File: src/sbpa_pkg.sv
package sbpa_pkg;

  // Clock rate and reconnect window
  localparam int unsigned CLK_MHZ          = 100;
  localparam int unsigned RECON_TMO_US     = 1000000;
  localparam int unsigned RECON_TMO_CYC    = RECON_TMO_US * CLK_MHZ;

  // Unit directory keys and field values
  localparam logic [7:0]  KEY_SPEC_OWNER   = 8'h38;
  localparam logic [7:0]  KEY_PROTO_FAMILY = 8'h39;
  localparam logic [7:0]  KEY_UNIT_TYPE    = 8'h14;
  localparam logic [4:0]  UNIT_CLASS_BLOCK = 5'h0e;
  localparam logic [15:0] UNIT_INDEX_ONLY  = 16'h0000;
  localparam logic [1:0]  ROM_IDX_OWNER    = 2'h0;
  localparam logic [1:0]  ROM_IDX_FAMILY   = 2'h1;
  localparam logic [1:0]  ROM_IDX_UNIT     = 2'h2;
  localparam logic [31:0] ROM_RESET        = 32'h0000_0000;

  // Management function codes
  localparam logic [3:0]  MF_LOGIN         = 4'h0;
  localparam logic [3:0]  MF_RECONNECT     = 4'h3;
  localparam logic [3:0]  MF_LOGOUT        = 4'h7;

  // Response and transport status codes
  localparam logic [1:0]  RESPONSE_STATUS_FIELD_COMPLETE    = 2'h0;
  localparam logic [7:0]  TS_OK            = 8'h00;
  localparam logic [7:0]  TS_ID_UNKNOWN    = 8'h0a;
  localparam logic [7:0]  TS_REJECTED      = 8'h04;

  // Status block length field and quadlet counts
  localparam logic [2:0]  LEN_NORMAL       = 3'h1;
  localparam logic [2:0]  LEN_EXCEPTION    = 3'h2;
  localparam logic [2:0]  QUADS_NORMAL     = 3'h2;
  localparam logic [2:0]  QUADS_EXCEPTION  = 3'h4;

  // Inquiry data constants
  localparam logic [7:0]  VPD_SERIAL_PAGE  = 8'h80;

  // Status block handed to the block writer
  typedef struct packed {
    logic       unsol;
    logic [2:0] len;
    logic [2:0] quads;
    logic [1:0] response_status_field;
    logic [7:0] transport_status_field;
    logic [7:0] sense;
  } sbpa_status_t;

  // Management answer
  typedef struct packed {
    logic [1:0] response_status_field;
    logic [7:0] transport_status_field;
  } sbpa_mgmt_ans_t;

endpackage

File: src/sbpa_ua_queue.sv
`timescale 1ns/100ps
`default_nettype none
module sbpa_ua_queue #(
  parameter int unsigned W     = 8,
  parameter int unsigned DEPTH = 4,
  parameter int unsigned AW    = 2
) (
  // Clock and reset
  input  wire logic         clk,
  input  wire logic         srst,
  // Control
  input  wire logic         flush,
  input  wire logic         push,
  input  wire logic [W-1:0] push_data,
  input  wire logic         pop,
  // State
  output logic [W-1:0]      head,
  output logic              not_empty,
  output logic              full
);

  logic [W-1:0] mem_q [DEPTH];
  logic [W-1:0] mem_d [DEPTH];
  logic [AW-1:0] wp_q, wp_d, rp_q, rp_d;
  logic [AW:0]   cnt_q, cnt_d;

  // Next pointers; a push in the flush cycle still lands after the flush
  always_comb begin
    mem_d = mem_q;
    wp_d  = flush ? '0 : wp_q;
    rp_d  = flush ? '0 : rp_q;
    cnt_d = flush ? '0 : cnt_q;
    if (pop && !flush && cnt_q != '0) begin
      rp_d  = rp_q + 1'b1;
      cnt_d = cnt_d - 1'b1;
    end
    if (push && (flush || !full)) begin
      mem_d[wp_d] = push_data;
      wp_d        = wp_d + 1'b1;
      cnt_d       = cnt_d + 1'b1;
    end
  end

  // Register stage
  always_ff @(posedge clk) begin
    if (srst) begin
      wp_q  <= '0;
      rp_q  <= '0;
      cnt_q <= '0;
    end else begin
      wp_q  <= wp_d;
      rp_q  <= rp_d;
      cnt_q <= cnt_d;
    end
    mem_q <= mem_d;
  end

  assign head      = mem_q[rp_q];
  assign not_empty = (cnt_q != '0);
  assign full      = (cnt_q == (AW+1)'(DEPTH));

endmodule
`default_nettype wire

File: src/sbpa_timer.sv
`timescale 1ns/100ps
`default_nettype none
module sbpa_timer #(
  parameter int unsigned CYC = 16
) (
  // Clock and reset
  input  wire logic clk,
  input  wire logic srst,
  // Control
  input  wire logic start,
  input  wire logic stop,
  // One-cycle pulse when the window runs out
  output logic      expired
);

  localparam int unsigned CW = $clog2(CYC + 1);
  logic [CW-1:0] cnt_q, cnt_d;
  logic          exp_d, exp_q;

  // Count down while armed; stop wins over start
  always_comb begin
    cnt_d = cnt_q;
    exp_d = 1'b0;
    if (stop) begin
      cnt_d = '0;
    end else if (start) begin
      cnt_d = CW'(CYC);
    end else if (cnt_q != '0) begin
      cnt_d = cnt_q - 1'b1;
      exp_d = (cnt_q == CW'(1));
    end
  end

  // Register stage
  always_ff @(posedge clk) begin
    if (srst) begin
      cnt_q <= '0;
      exp_q <= 1'b0;
    end else begin
      cnt_q <= cnt_d;
      exp_q <= exp_d;
    end
  end

  assign expired = exp_q;

endmodule
`default_nettype wire

File: src/sbpa_agent.sv
// Functional notes
// - Power reset drops login and returns agents to reset state.
// - Reconnect after power reset answers response 0, transport status Ah.
// - After bus reset, reconnect restores the existing login.
// - Unit directory holds key 38h entry naming command set owner.
// - Unit directory holds key 39h entry naming the command set.
// - Key 14h entry carries device class and logical unit index.
// - Device class field reads 0Eh.
// - Single logical unit reports index 0000h.
// - Master password is offered through inquiry page 80h serial number.
// - Clean completion writes two quadlets with length field 1.
// - Exception status writes four quadlets with length field 2.
// - Inquiry data reports async event capability bit as one.
// - Unsolicited status starts disabled; sent only after arm write.
// - Each unsolicited status consumes arming; host must rearm.
// - Unit attention stays until delivered or login ends.
// - Several unit attentions queue instead of overwriting.
// - Bus reset keeps undelivered event status for logged-in host.
// - Missing reconnect within timeout discards retained event status.
// - After reconnect and arm write, retained status goes out unsolicited.
// - Delivered retained status is cleared.
// - Every executed command gets a status block, notify ignored.
`timescale 1ns/100ps
`default_nettype none
module sbpa_agent #(
  parameter int unsigned   RECON_CYC  = sbpa_pkg::RECON_TMO_CYC,
  parameter int unsigned   UA_DEPTH   = 4,
  parameter int unsigned   UA_AW      = 2,
  parameter logic [23:0]   SPEC_OWNER = 24'h12_3456, // Arbitrary value
  parameter logic [23:0]   PROTO_FAM  = 24'h65_4321  // Arbitrary value
) (
  // Clock and reset
  input  wire logic                clk,
  input  wire logic                srst,
  // Reset events
  input  wire logic                power_reset,
  input  wire logic                bus_reset,
  // Management requests
  input  wire logic                mgmt_req,
  input  wire logic [3:0]          mgmt_func,
  output logic                     mgmt_done_q,
  output sbpa_pkg::sbpa_mgmt_ans_t mgmt_ans_q,
  // Unsolicited status arm write
  input  wire logic                arm_wr,
  // Unit attention events
  input  wire logic                ua_event,
  input  wire logic [7:0]          ua_sense,
  // Command completions
  input  wire logic                cmd_done,
  input  wire logic                cmd_exc,
  input  wire logic [7:0]          cmd_sense,
  output logic                     cmd_ready_q,
  // Status block writer
  output logic                     st_req_q,
  output sbpa_pkg::sbpa_status_t   st_blk_q,
  input  wire logic                st_ack,
  input  wire logic                st_good,
  // Configuration ROM entries
  input  wire logic [1:0]          rom_idx,
  output logic [31:0]              rom_data_q,
  // Inquiry data
  output logic                     inq_async_event_capability_bit_q,
  output logic [7:0]               inq_serial_page_q,
  // State
  output logic                     logged_in_q,
  output logic                     arm_q
);
  typedef enum logic [1:0] {
    LS_RESET = 2'b00,
    LS_LOGGED = 2'b01,
    LS_RECON_WAIT = 2'b10
  } sbpa_login_t;
  typedef enum logic {
    WS_IDLE = 1'b0,
    WS_BUSY = 1'b1
  } sbpa_wr_t;

  sbpa_login_t              lst_q, lst_d;
  sbpa_wr_t                 wst_q, wst_d;
  logic                     done_d, arm_d, req_d, cpend_q, cpend_d;
  sbpa_pkg::sbpa_mgmt_ans_t ans_d;
  sbpa_pkg::sbpa_status_t   blk_d, cblk_q, cblk_d;
  logic [31:0]              rom_d;
  logic                     flush, tstart, tstop, expired, ua_pop;
  logic                     ua_ne, ua_full, issue_cmd, issue_unsol;
  logic [7:0]               ua_head;

  // Length field for a status block
  function automatic logic [2:0] blk_len(input logic exc);
    return exc ? sbpa_pkg::LEN_EXCEPTION : sbpa_pkg::LEN_NORMAL;
  endfunction
  // Quadlets written for a status block
  function automatic logic [2:0] blk_quads(input logic exc);
    return exc ? sbpa_pkg::QUADS_EXCEPTION : sbpa_pkg::QUADS_NORMAL;
  endfunction

  sbpa_ua_queue #(
    .W     (8),
    .DEPTH (UA_DEPTH),
    .AW    (UA_AW)
  ) u_ua_queue (
    .clk       (clk),
    .srst      (srst),
    .flush     (flush),
    .push      (ua_event),
    .push_data (ua_sense),
    .pop       (ua_pop),
    .head      (ua_head),
    .not_empty (ua_ne),
    .full      (ua_full)
  );

  // Reconnect window after a bus reset
  sbpa_timer #(
    .CYC (RECON_CYC)
  ) u_recon_timer (
    .clk     (clk),
    .srst    (srst),
    .start   (tstart),
    .stop    (tstop),
    .expired (expired)
  );
  // Login state and management answers; reset events outrank requests
  always_comb begin
    lst_d  = lst_q;
    done_d = 1'b0;
    ans_d  = mgmt_ans_q;
    flush  = 1'b0;
    tstart = 1'b0;
    tstop  = 1'b0;
    if (power_reset) begin
      lst_d = LS_RESET;
      flush = 1'b1;
      tstop = 1'b1;
    end else if (bus_reset) begin
      if (lst_q != LS_RESET) begin
        lst_d  = LS_RECON_WAIT;
        tstart = 1'b1;
      end
    end else if (expired && lst_q == LS_RECON_WAIT) begin
      lst_d = LS_RESET;
      flush = 1'b1;
    end else if (mgmt_req) begin
      done_d = 1'b1;
      ans_d.response_status_field  = sbpa_pkg::RESPONSE_STATUS_FIELD_COMPLETE;
      ans_d.transport_status_field = sbpa_pkg::TS_OK;
      unique case (mgmt_func)
        sbpa_pkg::MF_LOGIN: begin
          if (lst_q == LS_RESET) begin
            lst_d = LS_LOGGED;
          end else begin
            ans_d.transport_status_field = sbpa_pkg::TS_REJECTED;
          end
        end
        sbpa_pkg::MF_RECONNECT: begin
          if (lst_q == LS_RECON_WAIT) begin
            lst_d = LS_LOGGED;
            tstop = 1'b1;
          end else begin
            ans_d.transport_status_field = sbpa_pkg::TS_ID_UNKNOWN;
          end
        end
        sbpa_pkg::MF_LOGOUT: begin
          if (lst_q == LS_LOGGED) begin
            lst_d = LS_RESET;
            flush = 1'b1;
          end else begin
            ans_d.transport_status_field = sbpa_pkg::TS_ID_UNKNOWN;
          end
        end
        default: begin
          ans_d.transport_status_field = sbpa_pkg::TS_REJECTED;
        end
      endcase
    end
  end
  // Writer issue decisions; command status goes first since it gates the queue of orbs
  assign issue_cmd   = (wst_q == WS_IDLE) && cpend_q;
  assign issue_unsol = (wst_q == WS_IDLE) && !cpend_q && arm_q && ua_ne &&
                       (lst_q == LS_LOGGED) && !flush;

  // Arm flag, command holding slot and block writer
  always_comb begin
    arm_d   = arm_q;
    cpend_d = cpend_q;
    cblk_d  = cblk_q;
    wst_d   = wst_q;
    req_d   = st_req_q;
    blk_d   = st_blk_q;
    ua_pop  = 1'b0;
    if (issue_unsol) begin
      arm_d = 1'b0;
    end
    // arm write enables delivery after reconnect
    if (arm_wr && lst_q == LS_LOGGED) begin
      arm_d = 1'b1;
    end
    if (power_reset || bus_reset) begin
      arm_d = 1'b0;
    end
    if (issue_cmd) begin
      cpend_d = 1'b0;
    end
    if (cmd_done && !cpend_q) begin
      cpend_d = 1'b1;
      cblk_d  = '{1'b0, blk_len(cmd_exc), blk_quads(cmd_exc), sbpa_pkg::RESPONSE_STATUS_FIELD_COMPLETE,
                  sbpa_pkg::TS_OK, cmd_sense};
    end
    unique case (wst_q)
      WS_IDLE: begin
        if (issue_cmd) begin
          blk_d = cblk_q;
          req_d = 1'b1;
          wst_d = WS_BUSY;
        end else if (issue_unsol) begin
          blk_d = '{1'b1, blk_len(1'b1), blk_quads(1'b1), sbpa_pkg::RESPONSE_STATUS_FIELD_COMPLETE,
                    sbpa_pkg::TS_OK, ua_head};
          req_d = 1'b1;
          wst_d = WS_BUSY;
        end
      end
      WS_BUSY: begin
        if (st_ack) begin
          req_d = 1'b0;
          wst_d = WS_IDLE;
          ua_pop = st_blk_q.unsol && st_good;
        end
      end
    endcase
  end

  // Constant identification entries
  always_comb begin
    unique case (rom_idx)
      sbpa_pkg::ROM_IDX_OWNER:  rom_d = {sbpa_pkg::KEY_SPEC_OWNER, SPEC_OWNER};
      sbpa_pkg::ROM_IDX_FAMILY: rom_d = {sbpa_pkg::KEY_PROTO_FAMILY, PROTO_FAM};
      sbpa_pkg::ROM_IDX_UNIT:   rom_d = {sbpa_pkg::KEY_UNIT_TYPE, 3'h0,
                                         sbpa_pkg::UNIT_CLASS_BLOCK,
                                         sbpa_pkg::UNIT_INDEX_ONLY};
      default:                  rom_d = sbpa_pkg::ROM_RESET;
    endcase
  end

  // Register stage for all groups
  always_ff @(posedge clk) begin
    if (srst) begin
      lst_q             <= LS_RESET;
      wst_q             <= WS_IDLE;
      mgmt_done_q       <= 1'b0;
      mgmt_ans_q        <= '0;
      arm_q             <= 1'b0;
      cpend_q           <= 1'b0;
      cblk_q            <= '0;
      st_req_q          <= 1'b0;
      st_blk_q          <= '0;
      rom_data_q        <= sbpa_pkg::ROM_RESET;
      inq_async_event_capability_bit_q        <= 1'b0;
      inq_serial_page_q <= 8'h00;
      logged_in_q       <= 1'b0;
      cmd_ready_q       <= 1'b0;
    end else begin
      lst_q             <= lst_d;
      wst_q             <= wst_d;
      mgmt_done_q       <= done_d;
      mgmt_ans_q        <= ans_d;
      arm_q             <= arm_d;
      cpend_q           <= cpend_d;
      cblk_q            <= cblk_d;
      st_req_q          <= req_d;
      st_blk_q          <= blk_d;
      rom_data_q        <= rom_d;
      inq_async_event_capability_bit_q        <= 1'b1;
      inq_serial_page_q <= sbpa_pkg::VPD_SERIAL_PAGE;
      logged_in_q       <= (lst_d == LS_LOGGED);
      cmd_ready_q       <= !cpend_d;
    end
  end
endmodule
`default_nettype wire

File: config.mk
export PLATFORM = sky130hd
export DESIGN_NAME = sbpa_agent
export DESIGN_NICKNAME = d
export VERILOG_FILES = /design/src/sbpa_pkg.sv /design/src/sbpa_ua_queue.sv /design/src/sbpa_timer.sv /design/src/sbpa_agent.sv
export SDC_FILE = /design/constraint.sdc
export NUM_CORES = 1
export LEC_CHECK = 0
export BUFFER_PORTS_ARGS = -buffer_cell sky130_fd_sc_hd__clkbuf_2
export CAP_MARGIN = 20
export CORE_UTILIZATION = 49
export DETAILED_ROUTE_END_ITERATION = 10
export PLACE_DENSITY = 0.76
export SLEW_MARGIN = 10
export SYNTH_ARGS = -nofsm -noshare
export SYNTH_HDL_FRONTEND = slang
export SYNTH_HIERARCHICAL = 1
export SYNTH_SLANG_ARGS = --single-unit
File: constraint.sdc
create_clock -name clk -period 2.33 [get_ports clk]
set_input_delay 0.1165 -clock clk [delete_from_list [all_inputs] [get_ports clk]]
set_output_delay 0.1165 -clock clk [all_outputs]
set_load 0.05 [all_outputs]
; Yosys cells after proc, flatten, opt, wreduce, memory -nomap -nowiden
; Index checks and enable logic that the tools add are counted.
[totals]
regBits = 164
input_bits = 33
[classes]
add_sub_neg = 5
order_cmp = 3
eq_ne = 11
muxes = 65
bitwise_logic = 7
reduce_logical = 38
[op_table]
columns = operator, count
row1 = 30-bit case mux with 3 select lines, 1
row2 = 27-bit two-way mux, 2
row3 = 25-bit two-way mux, 2
row4 = 32-bit bitwise mux, 1
row5 = 8-bit two-way mux, 4
row6 = 1-bit two-way mux, 29
row7 = 27-bit by 1-bit == test with 1-bit output (second input constant), 1
row8 = 27-bit nonzero test, 1
row9 = 27-bit by 1-bit subtractor with 27-bit output (second input constant), 1
row10 = 2-bit two-way mux, 13
row11 = 8-bit case mux with 3 select lines, 1
row12 = 8-bit binary-select mux with 2-bit select, 1
row13 = 8-bit demux with 2-bit select, 1
row14 = 3-bit two-way mux, 5
row15 = 1-bit logical AND, 14
row16 = 2-bit nonzero test, 5
row17 = 4-bit two-way mux, 2
row18 = 4-bit OR reduction, 2
row19 = 2-bit by 1-bit == test with 1-bit output (second input constant), 3
row20 = 3-bit >= comparator (second input constant), 2
row21 = 2-bit NOT with 3-bit output, 2
row22 = 2-bit case mux with 3 select lines, 1
row23 = 1-bit NOT, 5
row24 = 2-bit by 1-bit adder with 2-bit output (second input constant), 2
row25 = other kinds (19), 28

; Logic depth before layout (Yosys ltp)
[depth]
ltp_word = 14
depth_mapped = 11
mapped_depth_nobuf = 9

; Cells and area by module
; Netlist, hierarchy kept.
[by_module_without_submodules]
columns = module, instances, cells_each, area_per_inst_um2, seq_area_each_um2
row1 = sbpa_agent, 1, 236, 2077.0, 800.8
row2 = sbpa_ua_queue, 1, 104, 1669.1, 1101.1
row3 = sbpa_timer, 1, 170, 1512.7, 560.5

; Least setup slack after synthesis
; No wires, ideal clock.
[synth_timing]
kind = register -> register
from = register lst_q[1]
to = register u_ua_queue.cnt_q[1]
t_arrival_ns = 2.124
slack_ns = 0.083
stages_incl_launch_ff = 12
n_path_buf = 2
path_cell_list = dfxtp_1 > clkbuf_8 > and3b_1 > a31oi_1 > o21bai_1 > buf_6 > nand2b_1 > ha_1 > a221oi_1 > ha_1 > mux2i_1 > nor2_1
[synth_between]
elab_chain_len = 13
elab_cells_between_ends = 19
cone_classes = 2 x add/sub / 2 x eq/ne / 9 x mux / 6 x reduce/logical
[synth_lines]
columns = element, line
row1 = "start, declared", sbpa_agent.sv:78  ; sbpa_login_t lst_q, lst_d;
row2 = "start signal, assigned", sbpa_agent.sv:262  ; lst_q <= lst_d;
row3 = 2-bit by 1-bit == test with 1-bit output, sbpa_agent.sv:164  ; if (lst_q == LS_LOGGED) begin
row4 = 1-bit two-way mux, sbpa_agent.sv:164
row5 = 1-bit two-way mux, sbpa_agent.sv:147  ; unique case (mgmt_func)
row6 = 1-bit two-way mux, sbpa_agent.sv:143  ; end else if (mgmt_req) begin
row7 = 1-bit two-way mux *, sbpa_agent.sv:140  ; end else if (expired && lst_q == LS_RECON_WAIT) begin
row8 = 1-bit two-way mux *, sbpa_agent.sv:135  ; end else if (bus_reset) begin
row9 = 1-bit two-way mux *, sbpa_agent.sv:131  ; if (power_reset) begin
row10 = named net flush, sbpa_agent.sv:84  ; logic flush, tstart, tstop, expired, ua_pop;
row11 = "parallel branches: the longest is 5 deep, another holds 3-bit by 1-bit subtractor with 3-bit output", --
row12 = 3-bit two-way mux *, sbpa_ua_queue.sv:37  ; if (push && (flush || !full)) begin
row13 = "end signal, assigned", sbpa_ua_queue.sv:53  ; cnt_q <= cnt_d;
row14 = "end, declared", sbpa_ua_queue.sv:25  ; logic [AW:0] cnt_q, cnt_d;
; Mark *: on every way through the listed nets, which the timed path passes.
; A chain may end at the register's enable or synchronous reset.

; Worst setup path after layout
; Same ends and word-level chain as after synthesis.

==> metrics.md <==
| Metric | Value |
|---|---|
| Outcome | complete, no violations |
| Maximum clock frequency | 447.2 MHz |
| Max H-tree Level | 3 |
| Area growth, synth to finish | 12.70% |
| Path category of the worst min-delay check | input port to flip-flop |
| Post-synthesis instance total | 509 |
| Proportion of layout cells with a drive suffix above 1 | 26.89% |
| Mean instance size in the synthesized netlist | between 10 and 15 um2 |
| Quantity of I/O buffers inserted on ports | between 70 and 80 |
| Startpoint type of the worst setup path | flip-flop |
| Number of design rule violations left after detail routing | 0 |
| Design area | 0.005919 mm2 |
| Worst EP required | 2.60 ns |
| Placed instance count | 698 |
| Pin count of the biggest net entering global routing | 26 |
| Worst hold slack after final layout | around 0.035 ns |
| Worst vdd ir | roughly 0.40 mV |
| Row count | 37 |
| Number of design-rule violations left by the first detailed-router iteration | between 150 and 200 |
| Final number of hold-violating endpoints | 0 |
| Final worst path period share | 95.98% |
| Number of antenna violations at the first check in global routing | 0 |
| Mean number of vias per cell | 5.398 |
| Crit Path Class | flip-flop to flip-flop |
| Final Slew Violations | 0 |
| Final Setup Violations | 0 |
| Worst setup slack for register-to-register paths | 0.09 ns |
| Routed wire length per instance | 13.94 um |
| Insertion delay of the later-clocked pin in the worst-skew pair | 0.38 ns |
| Slew of the pin with the lowest slew margin | 0.7170 ns |
| Power Dens Cells | 921.8 mW/mm2 |
| Max clock buf depth | 2 |
| Area of the die | 0.01114 mm2 |
| Mapped Area | 0.005253 mm2 |
| Final std cells w/o fill | 731 |
| Global-route wire length before repair | ~16000 um |
| Number of warning messages in the yosys log | 6 |
| Slew headroom | 52.10% |
| Vertical die dimension | 105.5 um |
| Last weighted congestion value of the routability-driven placer | approximately 0.9 |
| Hold path cells | 2 |
| TritonCTS clock tree | done |
| Final net count | 635 |
| Reg clk slew, reported paths | 0.11 ns |
| I/O pin total | between 100 and 150 |
| Floorplan die width | 105.5 um |
| Drt first pass iters | 5 |
| Number of buffers inserted during clock tree synthesis | 9 |
| HPWL after DPL | between 7000 and 8000 um |
| Antenna diode instance count | 0 |
| Overall fraction of global-route tracks in use | 18.70% |
| Max Clock Skew | approximately 0.017 ns |
| Max_cap viols | 0 |
| Largest fanout on the critical path | 4 |
| Antenna violation net count after detailed routing | 0 |
| Initial core utilization | 50.65% |
| Via count of the first global-routing pass | roughly 3600 |
| Cell at the root of the clock tree | clkbuf_8 |
| Final worst path period need | 2.236 ns |
| Signal arrival time at the worst endpoint | 2.51 ns |
| Post-Route WL | 10190 um |
| Routed via count | 3946 |
| Critical path endpoint category | flip-flop |
| Total setup buffers inserted after CTS | 0 |
| Area post-placement | roughly 0.0055 mm2 |
| Total clock sinks | about 110 |
| Global route overflow | 0 |
| Leakage power total | 2.453 nW |
| Count of cells along the worst register-to-register path | 9 |
| Standard cell core area | ~0.010 mm2 |
| Fin util | 57.08% |
layout by cell type, fill, tap and decap left out, drive strengths merged, types with 5 or more instances in the layout:
master	count
o21ai	10
or4	10
a21oi	33
nor2	40
nand3	5
and3	6
dfxtp	75
clkbuf	89
nand4b	5
inv	22
buf	18
nor2b	5
a31oi	7
nand2	30
o221a	8
conb	34
nor4	11
nor3	14
o31ai	8
ha	12
or3	8
xnor2	6
or2	13
dlygate4sd3	17
edfxtp	32
and2	6
nand2b	9
mux4	8
critical path: stages, from the launching register on:
cell,delay (ns)
dfxtp_2,0.36
and2b_2,0.25
a31oi_4,0.20
o21bai_4,0.08
nand2b_1,0.15
ha_1,0.31
a221oi_2,0.32
ha_1,0.28
mux2i_1,0.14
nor2_1,0.05
sequential cells by signal, summed over array words and instances, names as in the netlist:
signal,cells
u_ua_queue/cnt_q,3
arm_q,1
st_req_q,1
wst_q,1
u_recon_timer/expired,1
inq_serial_page_q,1
cblk_q,10
mgmt_done_q,1
u_ua_queue/mem_q,32
cpend_q,1
u_ua_queue/rp_q,2
logged_in_q,1
rom_data_q,7
mgmt_ans_q,2
cmd_ready_q,1
u_ua_queue/wp_q,2
lst_q,2
st_blk_q,11
u_recon_timer/cnt_q,27
metrics by stage:
step                      setup TNS, ns  worst slack (ns)  total power [mW]
after floorplan                       0           0.08268             3.837
after global placement                0           0.09858             4.207
after detailed placement              0          0.004229             4.263
after CTS                             0           0.01118             5.442
after global routing          -0.002561         -0.002561             5.783
final                                 0           0.09365             5.456
cell type report:
type                            instances  area [um2]
Clock buffer                           10       127.6
Clock inverter                          6       71.32
Fill cell                             865        4451
Inverter                               19       71.32
Multi-Input combinational cell        339        2313
Sequential cell                       107        2465
Tap cell                              136       170.2
Timing Repair Buffer                  114       700.7
layer usage:
metal / vias up / share of wire (%) / track usage (%)
met5: - / 0 / 0
met4: 0 / 2.0 / 8.135
met3: 19 / 5.6 / 3.834
met2: 139 / 48 / 30.50
met1: 1878 / 45 / 24.08
li1: 1910 / - / -
path summary, 6_finish.rpt:
check / from / to
hold / removal: power_reset / lst_q[1]
hold reg to reg: cblk_q[22] / cblk_q[22]
setup / recovery: lst_q[1] / u_ua_queue/cnt_q[1]
setup reg to reg: lst_q[1] / u_ua_queue/cnt_q[1]
report_power, final:
part / internal (mW) / switching, mW / leakage (nW)
Clock: 0.510 / 0.649 / 0.0954
Combinational: 0.847 / 1.23 / 1.45
Sequential: 2.07 / 0.153 / 0.908
Total: 3.43 / 2.03 / 2.45
repair_timing:
item | CTS | global route
gates resized for setup | 1 | 12
hold buffers | 17 | 0
endpoints found under the setup margin | 1 | 43
hold endpoints to repair | 42 | 0
pin swaps | 0 | 3
Power figures use the tool's default switching activity.
